===== src/core/lsw_pkg.sv =====
// Shared constants for the load switching and fault injection board
package lsw_pkg;
  localparam int unsigned NUM_CH   = 14;
  localparam int unsigned SEL_W    = 8;
  localparam int unsigned CODE_W   = 2;
  localparam int unsigned ADR_W    = 32;
  localparam int unsigned DAT_W    = 32;
  localparam int unsigned IDX_LSB  = 2;
  localparam int unsigned IDX_W    = 6;
  localparam int unsigned BASE_LSB = 8;

  // Word addresses (byte offsets) of the registers
  localparam logic [7:0] OFS_CTRL   = 8'h00;
  localparam logic [7:0] OFS_PROBE  = 8'h04;
  localparam logic [7:0] OFS_FCHAN  = 8'h08;
  localparam logic [7:0] OFS_FTYPE  = 8'h0C;
  localparam logic [7:0] OFS_ROUTE  = 8'h10;
  localparam logic [7:0] OFS_STATUS = 8'h14;
  localparam logic [7:0] OFS_LEVEL  = 8'h18;

  // Field positions
  localparam int unsigned CTRL_ONCHG_BIT = 0;
  localparam int unsigned CTRL_FUNC_BIT  = 1;
  localparam int unsigned STAT_FUSE_BIT  = 0;
  localparam int unsigned STAT_CHG_BIT   = 1;

  // Level codes
  localparam logic [CODE_W-1:0] LVL_LOW  = 2'h0;
  localparam logic [CODE_W-1:0] LVL_HIGH = 2'h1;
  localparam logic [CODE_W-1:0] LVL_OPEN = 2'h2;

  // Fault type codes
  localparam logic [SEL_W-1:0] FT_BAT = 8'h01;
  localparam logic [SEL_W-1:0] FT_GND = 8'h02;

  // Reset values
  localparam logic [SEL_W-1:0]  SEL_NONE_RST = 8'hFF;
  localparam logic [SEL_W-1:0]  FTYPE_RST    = 8'h00;
  localparam logic [NUM_CH-1:0] ROUTE_RST    = 14'h0000;
  localparam logic              ONCHG_RST    = 1'b1;

  typedef enum logic [1:0] {
    FUNC_TOGGLE = 2'b01,
    FUNC_FAULT  = 2'b10
  } board_func_t;
endpackage


===== src/core/lsw_board.sv =====
// Top of the load switching and fault injection board controller
//
// Local design decisions: the Wishbone interface to the registers and the placing of the registers.
`timescale 1ns/100ps
`default_nettype none
module lsw_board #(
  parameter int unsigned NUM_CH = lsw_pkg::NUM_CH
) (
  input  wire logic                          REF_CLK,
  input  wire logic                          RESETN,
  // Board straps
  input  wire logic                          FUNC_FAULT_STRAP,
  input  wire logic [lsw_pkg::ADR_W-1:0]     BASE_ADDR,
  // Wishbone classic slave
  input  wire logic                          WB_CYC_I,
  input  wire logic                          WB_STB_I,
  input  wire logic                          WB_WE_I,
  input  wire logic [lsw_pkg::ADR_W-1:0]     WB_ADR_I,
  input  wire logic [3:0]                    WB_SEL_I,
  input  wire logic [lsw_pkg::DAT_W-1:0]     WB_DAT_I,
  output logic      [lsw_pkg::DAT_W-1:0]     WB_DAT_O,
  output logic                               WB_ACK_O,
  // Analog front end
  input  wire logic                          FUSE_BLOWN,
  input  wire logic [NUM_CH-1:0]             CMP_ABOVE_LOW,
  input  wire logic [NUM_CH-1:0]             CMP_ABOVE_HIGH,
  // Switch drives
  output logic      [NUM_CH-1:0]             ROUTE_LOAD_B,
  output logic      [NUM_CH-1:0]             PROBE_CONNECT,
  output logic      [NUM_CH-1:0]             SHORT_TO_BAT,
  output logic      [NUM_CH-1:0]             SHORT_TO_GND,
  output logic      [NUM_CH-1:0]             LINE_INTERRUPT,
  output logic      [NUM_CH*lsw_pkg::CODE_W-1:0] LEVEL_LED,
  output logic                               XFER_REQ
);
  localparam int unsigned CW  = lsw_pkg::CODE_W;
  localparam int unsigned SW  = lsw_pkg::SEL_W;
  localparam int unsigned DW  = lsw_pkg::DAT_W;
  localparam int unsigned STW = NUM_CH * CW + 1;

  // Strap capture after reset release
  lsw_pkg::board_func_t func_r;
  logic                 strap_done_r;
  logic [lsw_pkg::ADR_W-1:0] base_r;

  always_ff @(posedge REF_CLK or negedge RESETN) begin
    if (!RESETN) begin
      func_r       <= lsw_pkg::FUNC_TOGGLE;
      base_r       <= '0;
      strap_done_r <= 1'b0;
    end else if (!strap_done_r) begin
      func_r       <= FUNC_FAULT_STRAP ? lsw_pkg::FUNC_FAULT
                                       : lsw_pkg::FUNC_TOGGLE;
      base_r       <= BASE_ADDR;
      strap_done_r <= 1'b1;
    end
  end

  logic is_fault;
  logic is_toggle;
  always_comb begin
    case (func_r)
      lsw_pkg::FUNC_FAULT: begin
        is_fault  = 1'b1;
        is_toggle = 1'b0;
      end
      lsw_pkg::FUNC_TOGGLE: begin
        is_fault  = 1'b0;
        is_toggle = 1'b1;
      end
      default: begin
        is_fault  = 1'b0;
        is_toggle = 1'b0;
      end
    endcase
  end

  // Bus decode
  logic       hit;
  logic       req;
  logic       wr_en;
  logic [7:0] ofs;
  logic       ack_r;

  assign hit = strap_done_r &&
               (WB_ADR_I[lsw_pkg::ADR_W-1:lsw_pkg::BASE_LSB] ==
                base_r[lsw_pkg::ADR_W-1:lsw_pkg::BASE_LSB]);
  assign req   = WB_CYC_I && WB_STB_I && hit;
  assign ofs   = {WB_ADR_I[lsw_pkg::BASE_LSB-1:lsw_pkg::IDX_LSB], 2'h0};
  // Write lands on the edge the master sees ack
  assign wr_en = req && WB_WE_I && ack_r;

  always_ff @(posedge REF_CLK or negedge RESETN) begin
    if (!RESETN) begin
      ack_r <= 1'b0;
    end else begin
      ack_r <= req && !ack_r;
    end
  end
  assign WB_ACK_O = ack_r;

  // Software registers
  logic              onchg_r;
  logic [SW-1:0]     probe_r;
  logic [SW-1:0]     fchan_r;
  logic [SW-1:0]     ftype_r;
  logic [NUM_CH-1:0] route_r;

  always_ff @(posedge REF_CLK or negedge RESETN) begin
    if (!RESETN) begin
      onchg_r <= lsw_pkg::ONCHG_RST;
    end else if (wr_en && ofs == lsw_pkg::OFS_CTRL && WB_SEL_I[0]) begin
      onchg_r <= WB_DAT_I[lsw_pkg::CTRL_ONCHG_BIT];
    end
  end

  always_ff @(posedge REF_CLK or negedge RESETN) begin
    if (!RESETN) begin
      probe_r <= lsw_pkg::SEL_NONE_RST;
    end else if (wr_en && ofs == lsw_pkg::OFS_PROBE && WB_SEL_I[0]) begin
      probe_r <= WB_DAT_I[SW-1:0];
    end
  end

  // Fault controls only take writes on a fault-injection board
  always_ff @(posedge REF_CLK or negedge RESETN) begin
    if (!RESETN) begin
      fchan_r <= lsw_pkg::SEL_NONE_RST;
      ftype_r <= lsw_pkg::FTYPE_RST;
    end else if (wr_en && is_fault && WB_SEL_I[0]) begin
      if (ofs == lsw_pkg::OFS_FCHAN) begin
        fchan_r <= WB_DAT_I[SW-1:0];
      end
      if (ofs == lsw_pkg::OFS_FTYPE) begin
        ftype_r <= WB_DAT_I[SW-1:0];
      end
    end
  end

  // Route controls only take writes on a load-toggling board
  always_ff @(posedge REF_CLK or negedge RESETN) begin
    if (!RESETN) begin
      route_r <= lsw_pkg::ROUTE_RST;
    end else if (wr_en && is_toggle && ofs == lsw_pkg::OFS_ROUTE) begin
      if (WB_SEL_I[0]) begin
        route_r[7:0] <= WB_DAT_I[7:0];
      end
      if (WB_SEL_I[1]) begin
        route_r[NUM_CH-1:8] <= WB_DAT_I[NUM_CH-1:8];
      end
    end
  end

  // Level comparison
  logic [NUM_CH*CW-1:0] codes;

  lsw_level_classifier #(
    .NUM_CH (NUM_CH)
  ) u_levels (
    .REF_CLK    (REF_CLK),
    .RESETN     (RESETN),
    .above_low  (CMP_ABOVE_LOW),
    .above_high (CMP_ABOVE_HIGH),
    .codes      (codes)
  );

  // Fuse sample
  logic fuse_r;
  always_ff @(posedge REF_CLK or negedge RESETN) begin
    if (!RESETN) begin
      fuse_r <= 1'b0;
    end else begin
      fuse_r <= FUSE_BLOWN;
    end
  end

  // Status change detection for data-dependent transfer
  logic [STW-1:0] snap_r;
  logic           chg_r;
  logic           chg_set;
  logic           chg_clr;

  always_ff @(posedge REF_CLK or negedge RESETN) begin
    if (!RESETN) begin
      snap_r <= '0;
    end else begin
      snap_r <= {fuse_r, codes};
    end
  end

  assign chg_set = (snap_r != {fuse_r, codes});
  assign chg_clr = wr_en && ofs == lsw_pkg::OFS_STATUS && WB_SEL_I[0] &&
                   WB_DAT_I[lsw_pkg::STAT_CHG_BIT];

  // Set wins over a clear in the same cycle
  always_ff @(posedge REF_CLK or negedge RESETN) begin
    if (!RESETN) begin
      chg_r <= 1'b0;
    end else if (chg_set) begin
      chg_r <= 1'b1;
    end else if (chg_clr) begin
      chg_r <= 1'b0;
    end
  end

  always_ff @(posedge REF_CLK or negedge RESETN) begin
    if (!RESETN) begin
      XFER_REQ <= 1'b0;
    end else begin
      XFER_REQ <= !onchg_r || chg_r;
    end
  end

  // Fault decode
  logic [NUM_CH-1:0] bat_nxt;
  logic [NUM_CH-1:0] gnd_nxt;
  logic [NUM_CH-1:0] int_nxt;

  lsw_fault_decoder #(
    .NUM_CH (NUM_CH)
  ) u_fault (
    .enable    (is_fault),
    .chan_sel  (fchan_r),
    .type_sel  (ftype_r),
    .short_bat (bat_nxt),
    .short_gnd (gnd_nxt),
    .interrupt (int_nxt)
  );

  // Probe decode
  logic [NUM_CH-1:0] probe_nxt;
  genvar g;
  generate
    for (g = 0; g < NUM_CH; g++) begin : g_probe
      assign probe_nxt[g] = (probe_r == SW'(g));
    end
  endgenerate

  // Registered switch drives
  always_ff @(posedge REF_CLK or negedge RESETN) begin
    if (!RESETN) begin
      SHORT_TO_BAT   <= '0;
      SHORT_TO_GND   <= '0;
      LINE_INTERRUPT <= '0;
    end else begin
      SHORT_TO_BAT   <= bat_nxt;
      SHORT_TO_GND   <= gnd_nxt;
      LINE_INTERRUPT <= int_nxt;
    end
  end

  always_ff @(posedge REF_CLK or negedge RESETN) begin
    if (!RESETN) begin
      ROUTE_LOAD_B <= '0;
    end else begin
      // Fault board keeps every port on its normal load A path
      ROUTE_LOAD_B <= is_toggle ? route_r : '0;
    end
  end

  always_ff @(posedge REF_CLK or negedge RESETN) begin
    if (!RESETN) begin
      PROBE_CONNECT <= '0;
    end else begin
      PROBE_CONNECT <= probe_nxt;
    end
  end

  always_ff @(posedge REF_CLK or negedge RESETN) begin
    if (!RESETN) begin
      LEVEL_LED <= '0;
    end else begin
      LEVEL_LED <= codes;
    end
  end

  // Read mux
  logic [DW-1:0] rd_nxt;
  always_comb begin
    rd_nxt = '0;
    case (ofs)
      lsw_pkg::OFS_CTRL: begin
        rd_nxt[lsw_pkg::CTRL_ONCHG_BIT] = onchg_r;
        rd_nxt[lsw_pkg::CTRL_FUNC_BIT]  = is_fault;
      end
      lsw_pkg::OFS_PROBE: begin
        rd_nxt[SW-1:0] = probe_r;
      end
      lsw_pkg::OFS_FCHAN: begin
        rd_nxt[SW-1:0] = is_fault ? fchan_r : '0;
      end
      lsw_pkg::OFS_FTYPE: begin
        rd_nxt[SW-1:0] = is_fault ? ftype_r : '0;
      end
      lsw_pkg::OFS_ROUTE: begin
        rd_nxt[NUM_CH-1:0] = is_toggle ? route_r : '0;
      end
      lsw_pkg::OFS_STATUS: begin
        rd_nxt[lsw_pkg::STAT_FUSE_BIT] = fuse_r;
        rd_nxt[lsw_pkg::STAT_CHG_BIT]  = chg_r;
      end
      lsw_pkg::OFS_LEVEL: begin
        rd_nxt[NUM_CH*CW-1:0] = codes;
      end
      default: begin
        rd_nxt = '0;
      end
    endcase
  end

  always_ff @(posedge REF_CLK or negedge RESETN) begin
    if (!RESETN) begin
      WB_DAT_O <= '0;
    end else if (req && !ack_r) begin
      WB_DAT_O <= rd_nxt;
    end
  end
endmodule
`default_nettype wire


===== src/core/lsw_fault_decoder.sv =====
// Decodes fault channel and type into per-channel switch drives
`timescale 1ns/100ps
`default_nettype none
module lsw_fault_decoder #(
  parameter int unsigned NUM_CH = lsw_pkg::NUM_CH
) (
  input  wire logic                     enable,
  input  wire logic [lsw_pkg::SEL_W-1:0] chan_sel,
  input  wire logic [lsw_pkg::SEL_W-1:0] type_sel,
  output logic      [NUM_CH-1:0]        short_bat,
  output logic      [NUM_CH-1:0]        short_gnd,
  output logic      [NUM_CH-1:0]        interrupt
);
  logic is_bat;
  logic is_gnd;

  assign is_bat = (type_sel == lsw_pkg::FT_BAT);
  assign is_gnd = (type_sel == lsw_pkg::FT_GND);

  genvar g;
  generate
    for (g = 0; g < NUM_CH; g++) begin : g_ch
      logic hit;
      // Exact match: at most one channel, none when out of range
      assign hit = enable && (chan_sel == lsw_pkg::SEL_W'(g));
      assign short_bat[g] = hit && is_bat;
      assign short_gnd[g] = hit && is_gnd;
      assign interrupt[g] = hit && !is_bat && !is_gnd;
    end
  endgenerate
endmodule
`default_nettype wire


===== src/core/lsw_level_classifier.sv =====
// Per-channel threshold comparison to level codes
`timescale 1ns/100ps
`default_nettype none
module lsw_level_classifier #(
  parameter int unsigned NUM_CH = lsw_pkg::NUM_CH
) (
  input  wire logic                                REF_CLK,
  input  wire logic                                RESETN,
  input  wire logic [NUM_CH-1:0]                   above_low,
  input  wire logic [NUM_CH-1:0]                   above_high,
  output logic      [NUM_CH*lsw_pkg::CODE_W-1:0]   codes
);
  localparam int unsigned CW = lsw_pkg::CODE_W;

  genvar g;
  generate
    for (g = 0; g < NUM_CH; g++) begin : g_ch
      logic [CW-1:0] code_nxt;
      always_comb begin
        if (above_high[g]) begin
          code_nxt = lsw_pkg::LVL_HIGH;
        end else if (!above_low[g]) begin
          code_nxt = lsw_pkg::LVL_LOW;
        end else begin
          code_nxt = lsw_pkg::LVL_OPEN;
        end
      end
      always_ff @(posedge REF_CLK or negedge RESETN) begin
        if (!RESETN) begin
          codes[g*CW +: CW] <= lsw_pkg::LVL_LOW;
        end else begin
          codes[g*CW +: CW] <= code_nxt;
        end
      end
    end
  endgenerate
endmodule
`default_nettype wire


===== config.mk =====
export PLATFORM = sky130hd
export DESIGN_NAME = lsw_board
export DESIGN_NICKNAME = d
export VERILOG_FILES = /design/src/core/lsw_pkg.sv /design/src/core/lsw_board.sv /design/src/core/lsw_fault_decoder.sv /design/src/core/lsw_level_classifier.sv
export SDC_FILE = /design/constraint.sdc
export NUM_CORES = 1
export LEC_CHECK = 0
export ABC_AREA = 1
export BUFFER_PORTS_ARGS = -buffer_cell sky130_fd_sc_hd__buf_2
export CAP_MARGIN = 20
export CORE_MARGIN = 10
export CORE_UTILIZATION = 47
export DETAILED_ROUTE_END_ITERATION = 8
export PLACE_DENSITY = 0.87
export SYNTH_ARGS = -nofsm -noshare
export SYNTH_HDL_FRONTEND = slang
export SYNTH_SLANG_ARGS = --single-unit

===== constraint.sdc =====
create_clock -name REF_CLK -period 1.79 [get_ports REF_CLK]
set_clock_uncertainty 0.15 [all_clocks]
set_input_delay 0.358 -clock REF_CLK [delete_from_list [all_inputs] [get_ports REF_CLK]]
set_output_delay 0.358 -clock REF_CLK [all_outputs]
set_load 0.05 [all_outputs]

==> impl_metrics.ini, run 1 <==
[route]
drcViolationCount = 0
dr.pass1.iters = 8
vias_per_cell = 5.153
vias = 8874
first_iter_violations = 769
wl_per_cell_um = 18.10
drtAntennaViolNets = 0
drt-total-wl_mm = 31.18

[yosys]
yosys_most_used_dff = dfrtp_1
yosys_warnings = 0
ys_ff_latch = 225
synth_cell_type_count = 37
yosys-top-cells-area = dfrtp_1 54%, nand2_1 11%, nor2_1 5.6%, dfstp_2 4.9%, inv_1 4.7%
synth.avg_cell_area_um2 = 8.913
synth_edf_count = 0
ys_seq_area_share_pct = 58.84
synth_cells = 1078
synth.top_cell.area_share_pct = 53.91
yosysTopAreaCell = dfrtp_1
netlist_area_mm2 = 0.009608
async_flop_share_pct = 100.0

[final_layout]
fillers = 1478
area_growth_pct = 41.96
final_nets = 1573
n_antenna_cell = 0
drive_above_1_share_pct = 35.12
layout_common_cells = 250 x nand2_1, 232 x buf_2, 206 x dfrtp_1, 121 x nor2_1, 115 x inv_1
final_common_cell = nand2_1
finish.utilization_pct = 67.62

[timing]
setup_viol = 69
fin_crit_sh_pct = 110.9
drv_slew = 0
max_freq_mhz = 503.9
hold_viol_final = 0
relSlewSlack_pct = 60.93
period_minus_slack_ps = 1984
rsz0062_at_grt = true
worst_slew_pin_slew_ps = 580.7
fin_ws_ps = -194.4

[critical_path]
worstPathArrival_ps = 2300
crit_type = reg -> reg
setup.worst_path.end_class = flop
startpoint_type = flop
worstPathMaxFanout = 15
crit_required_ps = 2110
rrSetupSlack_ps = -190

[power_and_ir_drop]
p_leak_nw = 7.192
power_frac_seq_pct = 46.4
internal_power_mw = 8.607
peakVddDrop_mv = 0.7836
power_frac_clock_pct = 43.0
power_density_mw_per_mm2 = 841.5
p_switching_mw = 2.870
p_sw_share_pct = 25.01
p_comb_share_pct = 10.6
finalPower_mw = 11.48

[place]
dp_hpwl_mm = 19.91
port-buffer-count = 232
routabilityCongestion = 0.9028

[floorplanning]
start_util_pct = 47.64
core_area_mm2 = 0.02017
pin_count = 267
die_height_um = 163.0
die_area_mm2 = 0.02656
chipWidth_um = 163.0
rows = 52

[clock_network]
clk_pin_slew_ps = 60
clockBufferDepth = 3
clock-sinks = 225
htree_levels = 1
insertion_delay_ps = 530
root_buffer = clkbuf_16
numCtsBuffers = 24
cts_tree = done

[global_route]
grt_pass1_vias = 8955
grt_pass1_wl_mm = 45.17
grt_remaining_overflow = 0
grt_use_total_pct = 20.82
antenna_found_initial = 1
grt_max_degree = 55

[job]
timing.max_cap.violations = 0

[run_status]
violations = setup timing
status = finished, violations left

[worst_hold_path]
hp-class = in -> reg
[layer usage]
metal / part of all wire (%) / GRT usage [%] / up-vias
met5: 0.055 / 0 / -
met4: 4.8 / 7.992 / 2
met3: 9.7 / 5.915 / 126
met2: 50 / 35.98 / 509
met1: 36 / 23.97 / 4170
li1: - / - / 4067
[layout make-up]
type / instances / area (um2) / area share, %
timing repair inverter: 1 / 8.758 / 0.06421
multi-input combinational: 668 / 3595 / 26.36
tap: 270 / 337.8 / 2.477
clock inverter: 9 / 115.1 / 0.8440
inverter: 127 / 486.7 / 3.568
clock buffer: 31 / 666.9 / 4.889
sequential: 225 / 5654 / 41.45
timing repair buffer: 391 / 2775 / 20.35
[power by group through the flow]
stage / Combinational, mW / Clock, mW / Sequential [mW]
6_report: 1.22 / 4.94 / 5.32
3_5_place_dp: 0.949 / 0 / 5.40
5_1_grt: 1.32 / 5.23 / 5.33
3_3_place_gp: 0.927 / 0 / 5.39
2_1_floorplan: 0.548 / 0 / 5.38
4_1_cts: 1.10 / 4.98 / 5.31
[worst max-delay path, stage by stage (launching register included)]
cell     delay (ps)
dfrtp_1         400
inv_2            70
nand2_2          60
nand2_4          80
nand2_2          50
nor2_2          110
nand3_2         100
nor2_4          170
nand2_4          80
nor2_8           90
buf_12          150
buf_6           190
nand3_1         120
nand2_1         100
[path summary, 6_finish.rpt]
check                                                 start                            to  cells after the start
max in group asynchronous                            RESETN        fchan_r[5]$_DFFE_PN1P_                      3
worst min-delay path                            WB_ADR_I[5]       WB_DAT_O[1]$_DFFE_PN0P_                      4
min in group asynchronous                            RESETN  u_levels.codes[19]$_DFF_PN0_                      2
worst max register to register       base_r[31]$_DFFE_PN0N_      WB_DAT_O[17]$_DFFE_PN0P_                     13
worst max-delay path                 base_r[31]$_DFFE_PN0N_      WB_DAT_O[17]$_DFFE_PN0P_                     13
worst min register to register  u_levels.codes[7]$_DFF_PN0_        LEVEL_LED[7]$_DFF_PN0_                      0
[cell usage after synthesis (10+ instances only)]
| cell type | count |
|---|---|
| xor2_1 | 10 |
| nand3_1 | 69 |
| nor2_1 | 143 |
| buf_4 | 37 |
| dfrtp_1 | 207 |
| inv_1 | 121 |
| dfstp_2 | 18 |
| clkbuf_1 | 15 |
| nand2_1 | 289 |
| xnor2_1 | 18 |
| nand4_1 | 32 |
| o21ai_0 | 34 |
[sequential cells by signal, summed over array words and instances, names as in the netlist, 24 cells and up]
signal and count:
WB_DAT_O 28, u_levels.codes 28, LEVEL_LED 27, base_r 24
[stage by stage]
| stage | setup TNS, ps | hold slack (ps) | std cells | instance area [um2] | setup slack, ps |
|---|---|---|---|---|---|
| after floorplan | 0 | -87.59 | 1081 | 9627 | 14.56 |
| after global placement | -11990 | 161.6 | 1588 | 11320 | -231.6 |
| after detailed placement | -13910 | 165.5 | 1588 | 11320 | -253.3 |
| after CTS | -7304 | 3.551 | 1709 | 13120 | -157.9 |
| after global routing | -17020 | 49.18 | 1722 | 13640 | -326.5 |
| final | -7601 | 19.66 | 1722 | 13640 | -194.4 |
[cells by family after synthesis]
family,Yosys count,synth area share [%]
AO/OA/AOI/OAI,60,3.555
flip-flops,225,58.84
other,2,0.07816
buffers and inverters,188,9.025
AND/OR/NAND/NOR,575,25.95
XOR/XNOR,28,2.552
[timing repair]
item	CTS	global route
hold endpoints to repair	233	0
hold buffers	69	0
pin swaps	21	38
endpoints found under the setup margin	73	93
resized for setup	44	112
setup buffers	11	13
cloned	2	3
No activity file was read; power rests on OpenSTA's default activity.
==> run 2, diff against run 1 <==
Settings changed: CORE_UTILIZATION 47 to 55, PLACE_DENSITY 0.87 to 0.94.
Clock period 1.79 ns to 2.5 ns, I/O delays scaled along.
==> run 2 against run 1 <==
The run now ends clean. Setup slack improved by 510 ps. Hold slack improved by 8.2 ps. Sequential share of layout area increased by 6.3 points. Final area decreased by 13%. Routed wire length decreased by 13%. Combinational power decreased by 45%. Non-clock buffer count decreased by 119. Fmax decreased by 9.3%. Clock-buffer cell count increased by 4. Core utilization increased by 1.1 points. Critical endpoint is now WB_DAT_O[2]$_DFFE_PN0P_. Highest routed layer is now met4.
==> impl_metrics.ini, run 2 (synthesis results as in run 1) <==
[critical_path]
crit_start = strap_done_r$_DFF_PN0_
rrSetupSlack_ps = 310
crit_cells = 10
path_buf_inv = 2
crit_type = reg -> reg
cp_common_cell = inv_2
crit_chain = inv_2, nor2_4, nand2_1, nor2_1, nand3_1, nor2_2, nand2_2, nor2_8, inv_2, o21ai_0
startpoint_type = flop
reg2reg_to = WB_DAT_O[2]$_DFFE_PN0P_
cp_slowest_stage_delay_ps = 510
worstPathMaxFanout = 18
cpLargestDelayFamily = simple AND/OR/NAND/NOR gates
r2r_cells = 10
crit_required_ps = 2780
worstSetupEndpoint = WB_DAT_O[2]$_DFFE_PN0P_
slowest_stage = dfrtp_1
setup.worst_path.end_class = flop
r2r_start = strap_done_r$_DFF_PN0_
worstPathArrival_ps = 2470

[final_layout]
finish.utilization_pct = 68.70
layout_common_cells = 289 x nand2_1, 231 x buf_2, 207 x dfrtp_1, 142 x nor2_1, 121 x inv_1
final_nets = 1452
top_regs = WB_DAT_O x28, u_levels.codes x28, LEVEL_LED x27
drive_above_1_share_pct = 25.56
fillers = 1239
area_growth_pct = 23.25
final_common_cell = nand2_1

[run_status]
status = completed

[route]
dr.pass1.iters = 5
wl_per_cell_um = 17.41
first_iter_violations = 488
vias = 8140
vias_per_cell = 5.218
drcViolationCount = 0
drtAntennaViolNets = 0
drt-total-wl_mm = 27.16

[global_route]
antenna_found_initial = 1
grt_max_degree = 64
grt_pass1_wl_mm = 44.11
grt_use_total_pct = 22.90
grt_pass1_vias = 8623
grt_remaining_overflow = 0

[floorplanning]
rows = 48
start_util_pct = 55.74
core_area_mm2 = 0.01724
die_area_mm2 = 0.02316
pin_count = 267
chipWidth_um = 152.2
die_height_um = 152.2

[worst_hold_path]
hp-class = in -> reg

[timing]
max_freq_mhz = 457.0
fin_crit_sh_pct = 87.52
worst_slew_pin_slew_ps = 778.7
setup_viol = 0
drv_slew = 0
relSlewSlack_pct = 47.61
rsz0062_at_grt = false
period_minus_slack_ps = 2188
hold_viol_final = 0
setup-tns-final_ps = 0

[clock_network]
clock-sinks = 225
cts_tree = done
insertion_delay_ps = 520
numCtsBuffers = 23
clk_pin_slew_ps = 60
htree_levels = 1
cts-resized-gates = 0
root_buffer = clkbuf_16
clockBufferDepth = 3

[power_and_ir_drop]
p_leak_nw = 6.527
peakVddDrop_mv = 0.5762
power_density_mw_per_mm2 = 662.9

[place]
dp_hpwl_mm = 19.71
routabilityCongestion = 0.9236
port-buffer-count = 232

[job]
timing.max_cap.violations = 0
run 2: per-stage QoR:
| step | std cells | setup slack, ps | area, um2 | power (mW) | hold slack, ps |
|---|---|---|---|---|---|
| global placement | 1501 | 268.0 | 10930 | 4.480 | 207.6 |
| floorplan | 1081 | 627.6 | 9619 | 4.245 | 54.41 |
| detailed placement | 1501 | 262.4 | 10930 | 4.510 | 210.2 |
| finish | 1560 | 312.0 | 11840 | 7.850 | 27.88 |
| global route | 1559 | 138.2 | 11840 | 8.121 | 25.05 |
| CTS | 1559 | 306.0 | 11840 | 7.872 | 20.39 |
run 2: report_power, final:
part / internal, mW / leakage (nW) / switching (mW)
combinational: 0.222 / 3.25 / 0.450
clock: 1.97 / 0.371 / 1.41
sequential: 3.73 / 2.91 / 0.0702
run 2: worst min-delay path by stage:
stage                                      startpoint                            to  slack, ps  cells after the start
final                                   BASE_ADDR[11]        base_r[11]$_DFFE_PN0N_         30                      3
after global routing                 CMP_ABOVE_LOW[5]  u_levels.codes[11]$_DFF_PN0_         30                      3
after CTS                               BASE_ADDR[15]        base_r[15]$_DFFE_PN0N_         20                      3
after detailed placement  u_levels.codes[4]$_DFF_PN0_        LEVEL_LED[4]$_DFF_PN0_        210                      0
after global placement    u_levels.codes[7]$_DFF_PN0_        LEVEL_LED[7]$_DFF_PN0_        210                      0
after floorplan                                RESETN        LEVEL_LED[0]$_DFF_PN0_         50                      0
run 2: metal layers:
metal  track usage [%]  vias to the layer above  wire (um)
met1             26.47                     3841      10120
li1                  -                     3821          -
met2             38.93                      398      13340
met5                 0                        -          0
met4             9.033                        0       1128
met3             7.028                       80       2568
run 2: what timing repair did:
| action | 4_1_cts | 5_1_grt |
|---|---|---|
| setup buffers | 0 | 0 |
| hold buffers | 16 | 0 |
| hold endpoints to repair | 81 | 0 |
run 2: worst reg2reg max path: cells and delay by family, from the launching register on:
kind / cells / cell delay (ps)
compound gates: 1 / 250
flops: 1 / 510
simple gates: 7 / 870
buf+inv: 2 / 330
run 2: area by class of cell:
| class | count | area (um2) | area share [%] |
|---|---|---|---|
| antenna | 1 | 2.502 | 0.02113 |
| clock buffer | 35 | 670.6 | 5.664 |
| clock inverter | 7 | 75.07 | 0.6340 |
| inverter | 127 | 476.7 | 4.026 |
| multi-input combinational | 668 | 3108 | 26.25 |
| sequential | 225 | 5653 | 47.74 |
| tap | 225 | 281.5 | 2.377 |
| timing repair buffer | 272 | 1574 | 13.29 |
==> run 3, diff against run 2 <==
Settings changed: SYNTH_HIERARCHICAL from default to 1.
==> run 3 against run 2 <==
Sequential power hardly changed. Die area up 1.8%. Register-to-register slack worse by 80 ps. Fmax fell by 3.4%. Via count rose by 3.9%. Clock power up 11%. Total power increased by 4.7%. Final cell count increased by 2.2%. Largest power group unchanged. First-iteration DRC count up 65%. Clock-buffer cell count shrank 3. Global-route usage up 1.7 points.
==> impl_metrics.ini, run 3 <==
[yosys]
synth.top_cell.area_share_pct = 52.83
synth_cell_type_count = 36
synth_most_common_cell = nand2_1
yosys-top-cells-area = dfrtp_1 53%, nand2_1 12%, inv_1 5.2%, dfstp_2 4.8%, nor2_1 4.8%
synth_cells = 1110
async_flop_share_pct = 100.0
yosysTopAreaCell = dfrtp_1
ys_seq_area_share_pct = 57.65
synth.avg_cell_area_um2 = 8.834
yosys_warnings = 6
synth_edf_count = 0
synth_commonest_cells = 323 x nand2_1, 207 x dfrtp_1, 136 x inv_1
yosys_most_used_dff = dfrtp_1
ys_ff_latch = 225
netlist_area_mm2 = 0.009806

[final_layout]
area_growth_pct = 23.13
stdcell_area_mm2 = 0.01207
fin_cells = 1594
layout_common_cells = 323 x nand2_1, 231 x buf_2, 206 x dfrtp_1, 136 x inv_1, 124 x nor2_1
drive_above_1_share_pct = 27.12
top_regs = WB_DAT_O x28, u_levels/codes x28, LEVEL_LED x27
final_common_cell = nand2_1
fillers = 1259
final_nets = 1486

[clock_network]
htree_levels = 1
clock-sinks = 225
numCtsBuffers = 24
cts_setup_buffers = 0
cts_tree = done
insertion_delay_ps = 530
clk_pin_slew_ps = 70
clockBufferDepth = 3
root_buffer = clkbuf_16

[critical_path]
crit_chain = nor2_1, nor2_1, nor2_1, inv_1, nor2_1, nand2_1, nor2_2, inv_1, nor2_2, inv_4, nand2_1, nand2_1
path_buf_inv = 3
cp_slowest_stage_delay_ps = 390
rrSetupSlack_ps = 230
crit_required_ps = 2740
crit_type = reg -> reg
cp_common_cell = nor2_1
worstPathArrival_ps = 2500
startpoint_type = flop
worstPathMaxFanout = 16
setup.worst_path.end_class = flop
slowest_stage = dfrtp_1
cpLargestDelayFamily = simple AND/OR/NAND/NOR gates

[route]
wl_met1_mm = 10.69
drtAntennaViolNets = 0
drt-total-wl_mm = 29.44
drcViolationCount = 0
top_layer = met4
wl_per_cell_um = 18.47
vias_per_cell = 5.307
routed-wl-met2_mm = 14.54
first_iter_violations = 803
dr.pass1.iters = 5
dr_wl_met3_mm = 2.772
vias = 8459

[global_route]
grt_max_degree = 79
grt_use_total_pct = 24.60
grt_pass1_wl_mm = 47.58
grt_remaining_overflow = 0
antenna_found_initial = 1
grt_pass1_vias = 8956

[place]
routabilityCongestion = 0.9108
port-buffer-count = 232
place_area_mm2 = 0.01109
numPlacedInstances = 1534
dp_hpwl_mm = 20.41

[power_and_ir_drop]
p_comb_share_pct = 8.1
power_density_mw_per_mm2 = 680.5
peakVddDrop_mv = 0.5021
p_sw_share_pct = 24.50
power_frac_seq_pct = 46.3
p_switching_mw = 2.013
power_frac_clock_pct = 45.5
internal_power_mw = 6.203
p_leak_nw = 6.682

[timing]
period_minus_slack_ps = 2265
drv_slew = 0
max_freq_mhz = 441.5
setup-tns-final_ps = 0
relSlewSlack_pct = 57.54
worst_slew_pin_slew_ps = 636.8
rsz0062_at_grt = false
setup_viol = 0
fin_crit_sh_pct = 90.61
hold_viol_final = 0

[job]
timing.max_cap.violations = 0

[floorplanning]
rows = 48
start_util_pct = 56.30
pin_count = 267
chipWidth_um = 153.5
core_area_mm2 = 0.01742
die_area_mm2 = 0.02357
die_height_um = 153.5

[worst_hold_path]
hp-class = in -> reg

[run_status]
status = completed
## run 3: metal layers
layer  up-vias  global-route usage (%)
met2       490                   41.72
met3       110                   6.527
met5         -                       0
met1      3974                   28.33
met4         0                   11.83
li1       3885                       -
## run 3: worst register-to-register path, delay by kind of cell, from the launching register on
kind | cells | cell delay (ps)
and+or+nand+nor | 9 | 1290
DFF | 1 | 390
buffers and inverters | 3 | 310
## run 3: cells by family after synthesis
group                     Yosys count  share of synthesized area [%]
xor gates and xnor gates           28                          2.501
and+or+nand+nor                   602                          26.94
AOI/OAI and AO/OA                  52                          3.037
buffers and inverters             201                          9.800
other                               2                        0.07659
DFF                               225                          57.65
## run 3: final timing paths
check                                            start                           end  cells after the start
setup / recovery                base_r[11]$_DFFE_PN0N_      WB_DAT_O[17]$_DFFE_PN0P_                     12
hold / removal                        CMP_ABOVE_LOW[8]  u_levels/codes[17]$_DFF_PN0_                      3
setup reg to reg                base_r[11]$_DFFE_PN0N_      WB_DAT_O[17]$_DFFE_PN0P_                     12
hold reg to reg            u_levels/codes[1]$_DFF_PN0_        LEVEL_LED[1]$_DFF_PN0_                      0
max in group asynchronous                       RESETN        probe_r[5]$_DFFE_PN1P_                      3
min in group asynchronous                       RESETN     SHORT_TO_BAT[1]$_DFF_PN0_                      2
## run 3: layout make-up
type | count | area, um2 | area share [%]
antenna | 1 | 2.502 | 0.02073
clock buffer | 32 | 650.6 | 5.389
clock inverter | 11 | 171.4 | 1.420
inverter | 141 | 534.3 | 4.425
multi-input combinational | 687 | 3218 | 26.65
sequential | 225 | 5654 | 46.83
tap | 225 | 281.5 | 2.332
timing repair buffer | 272 | 1562 | 12.93
## run 3: power by group through the flow
stage | Sequential [mW] | Combinational, mW | Clock (mW)
after floorplan | 3.85 | 0.394 | 0
after global placement | 3.86 | 0.621 | 0
after detailed placement | 3.87 | 0.641 | 0
after CTS | 3.80 | 0.667 | 3.74
after global routing | 3.81 | 0.742 | 3.94
final | 3.80 | 0.670 | 3.74
## run 3: timing repair
| action | in CTS | in global routing |
|---|---|---|
| gates resized for setup | 0 | 3 |
| hold endpoints to repair | 91 | 0 |
| endpoints found under the setup margin | 0 | 1 |
| hold buffers | 16 | 0 |
## run 3: through the flow
step | utilization [%] | hold WS [ps] | setup slack (ps) | power (mW)
final | 69.32 | 17.71 | 234.7 | 8.217
after global routing | 69.32 | 17.93 | 43.12 | 8.496
after CTS | 69.29 | 17.41 | 297.9 | 8.214
after detailed placement | 63.65 | 230.7 | 131.0 | 4.507
after global placement | 63.65 | 208.4 | 210.3 | 4.476
after floorplan | - | 54.41 | 593.3 | 4.245
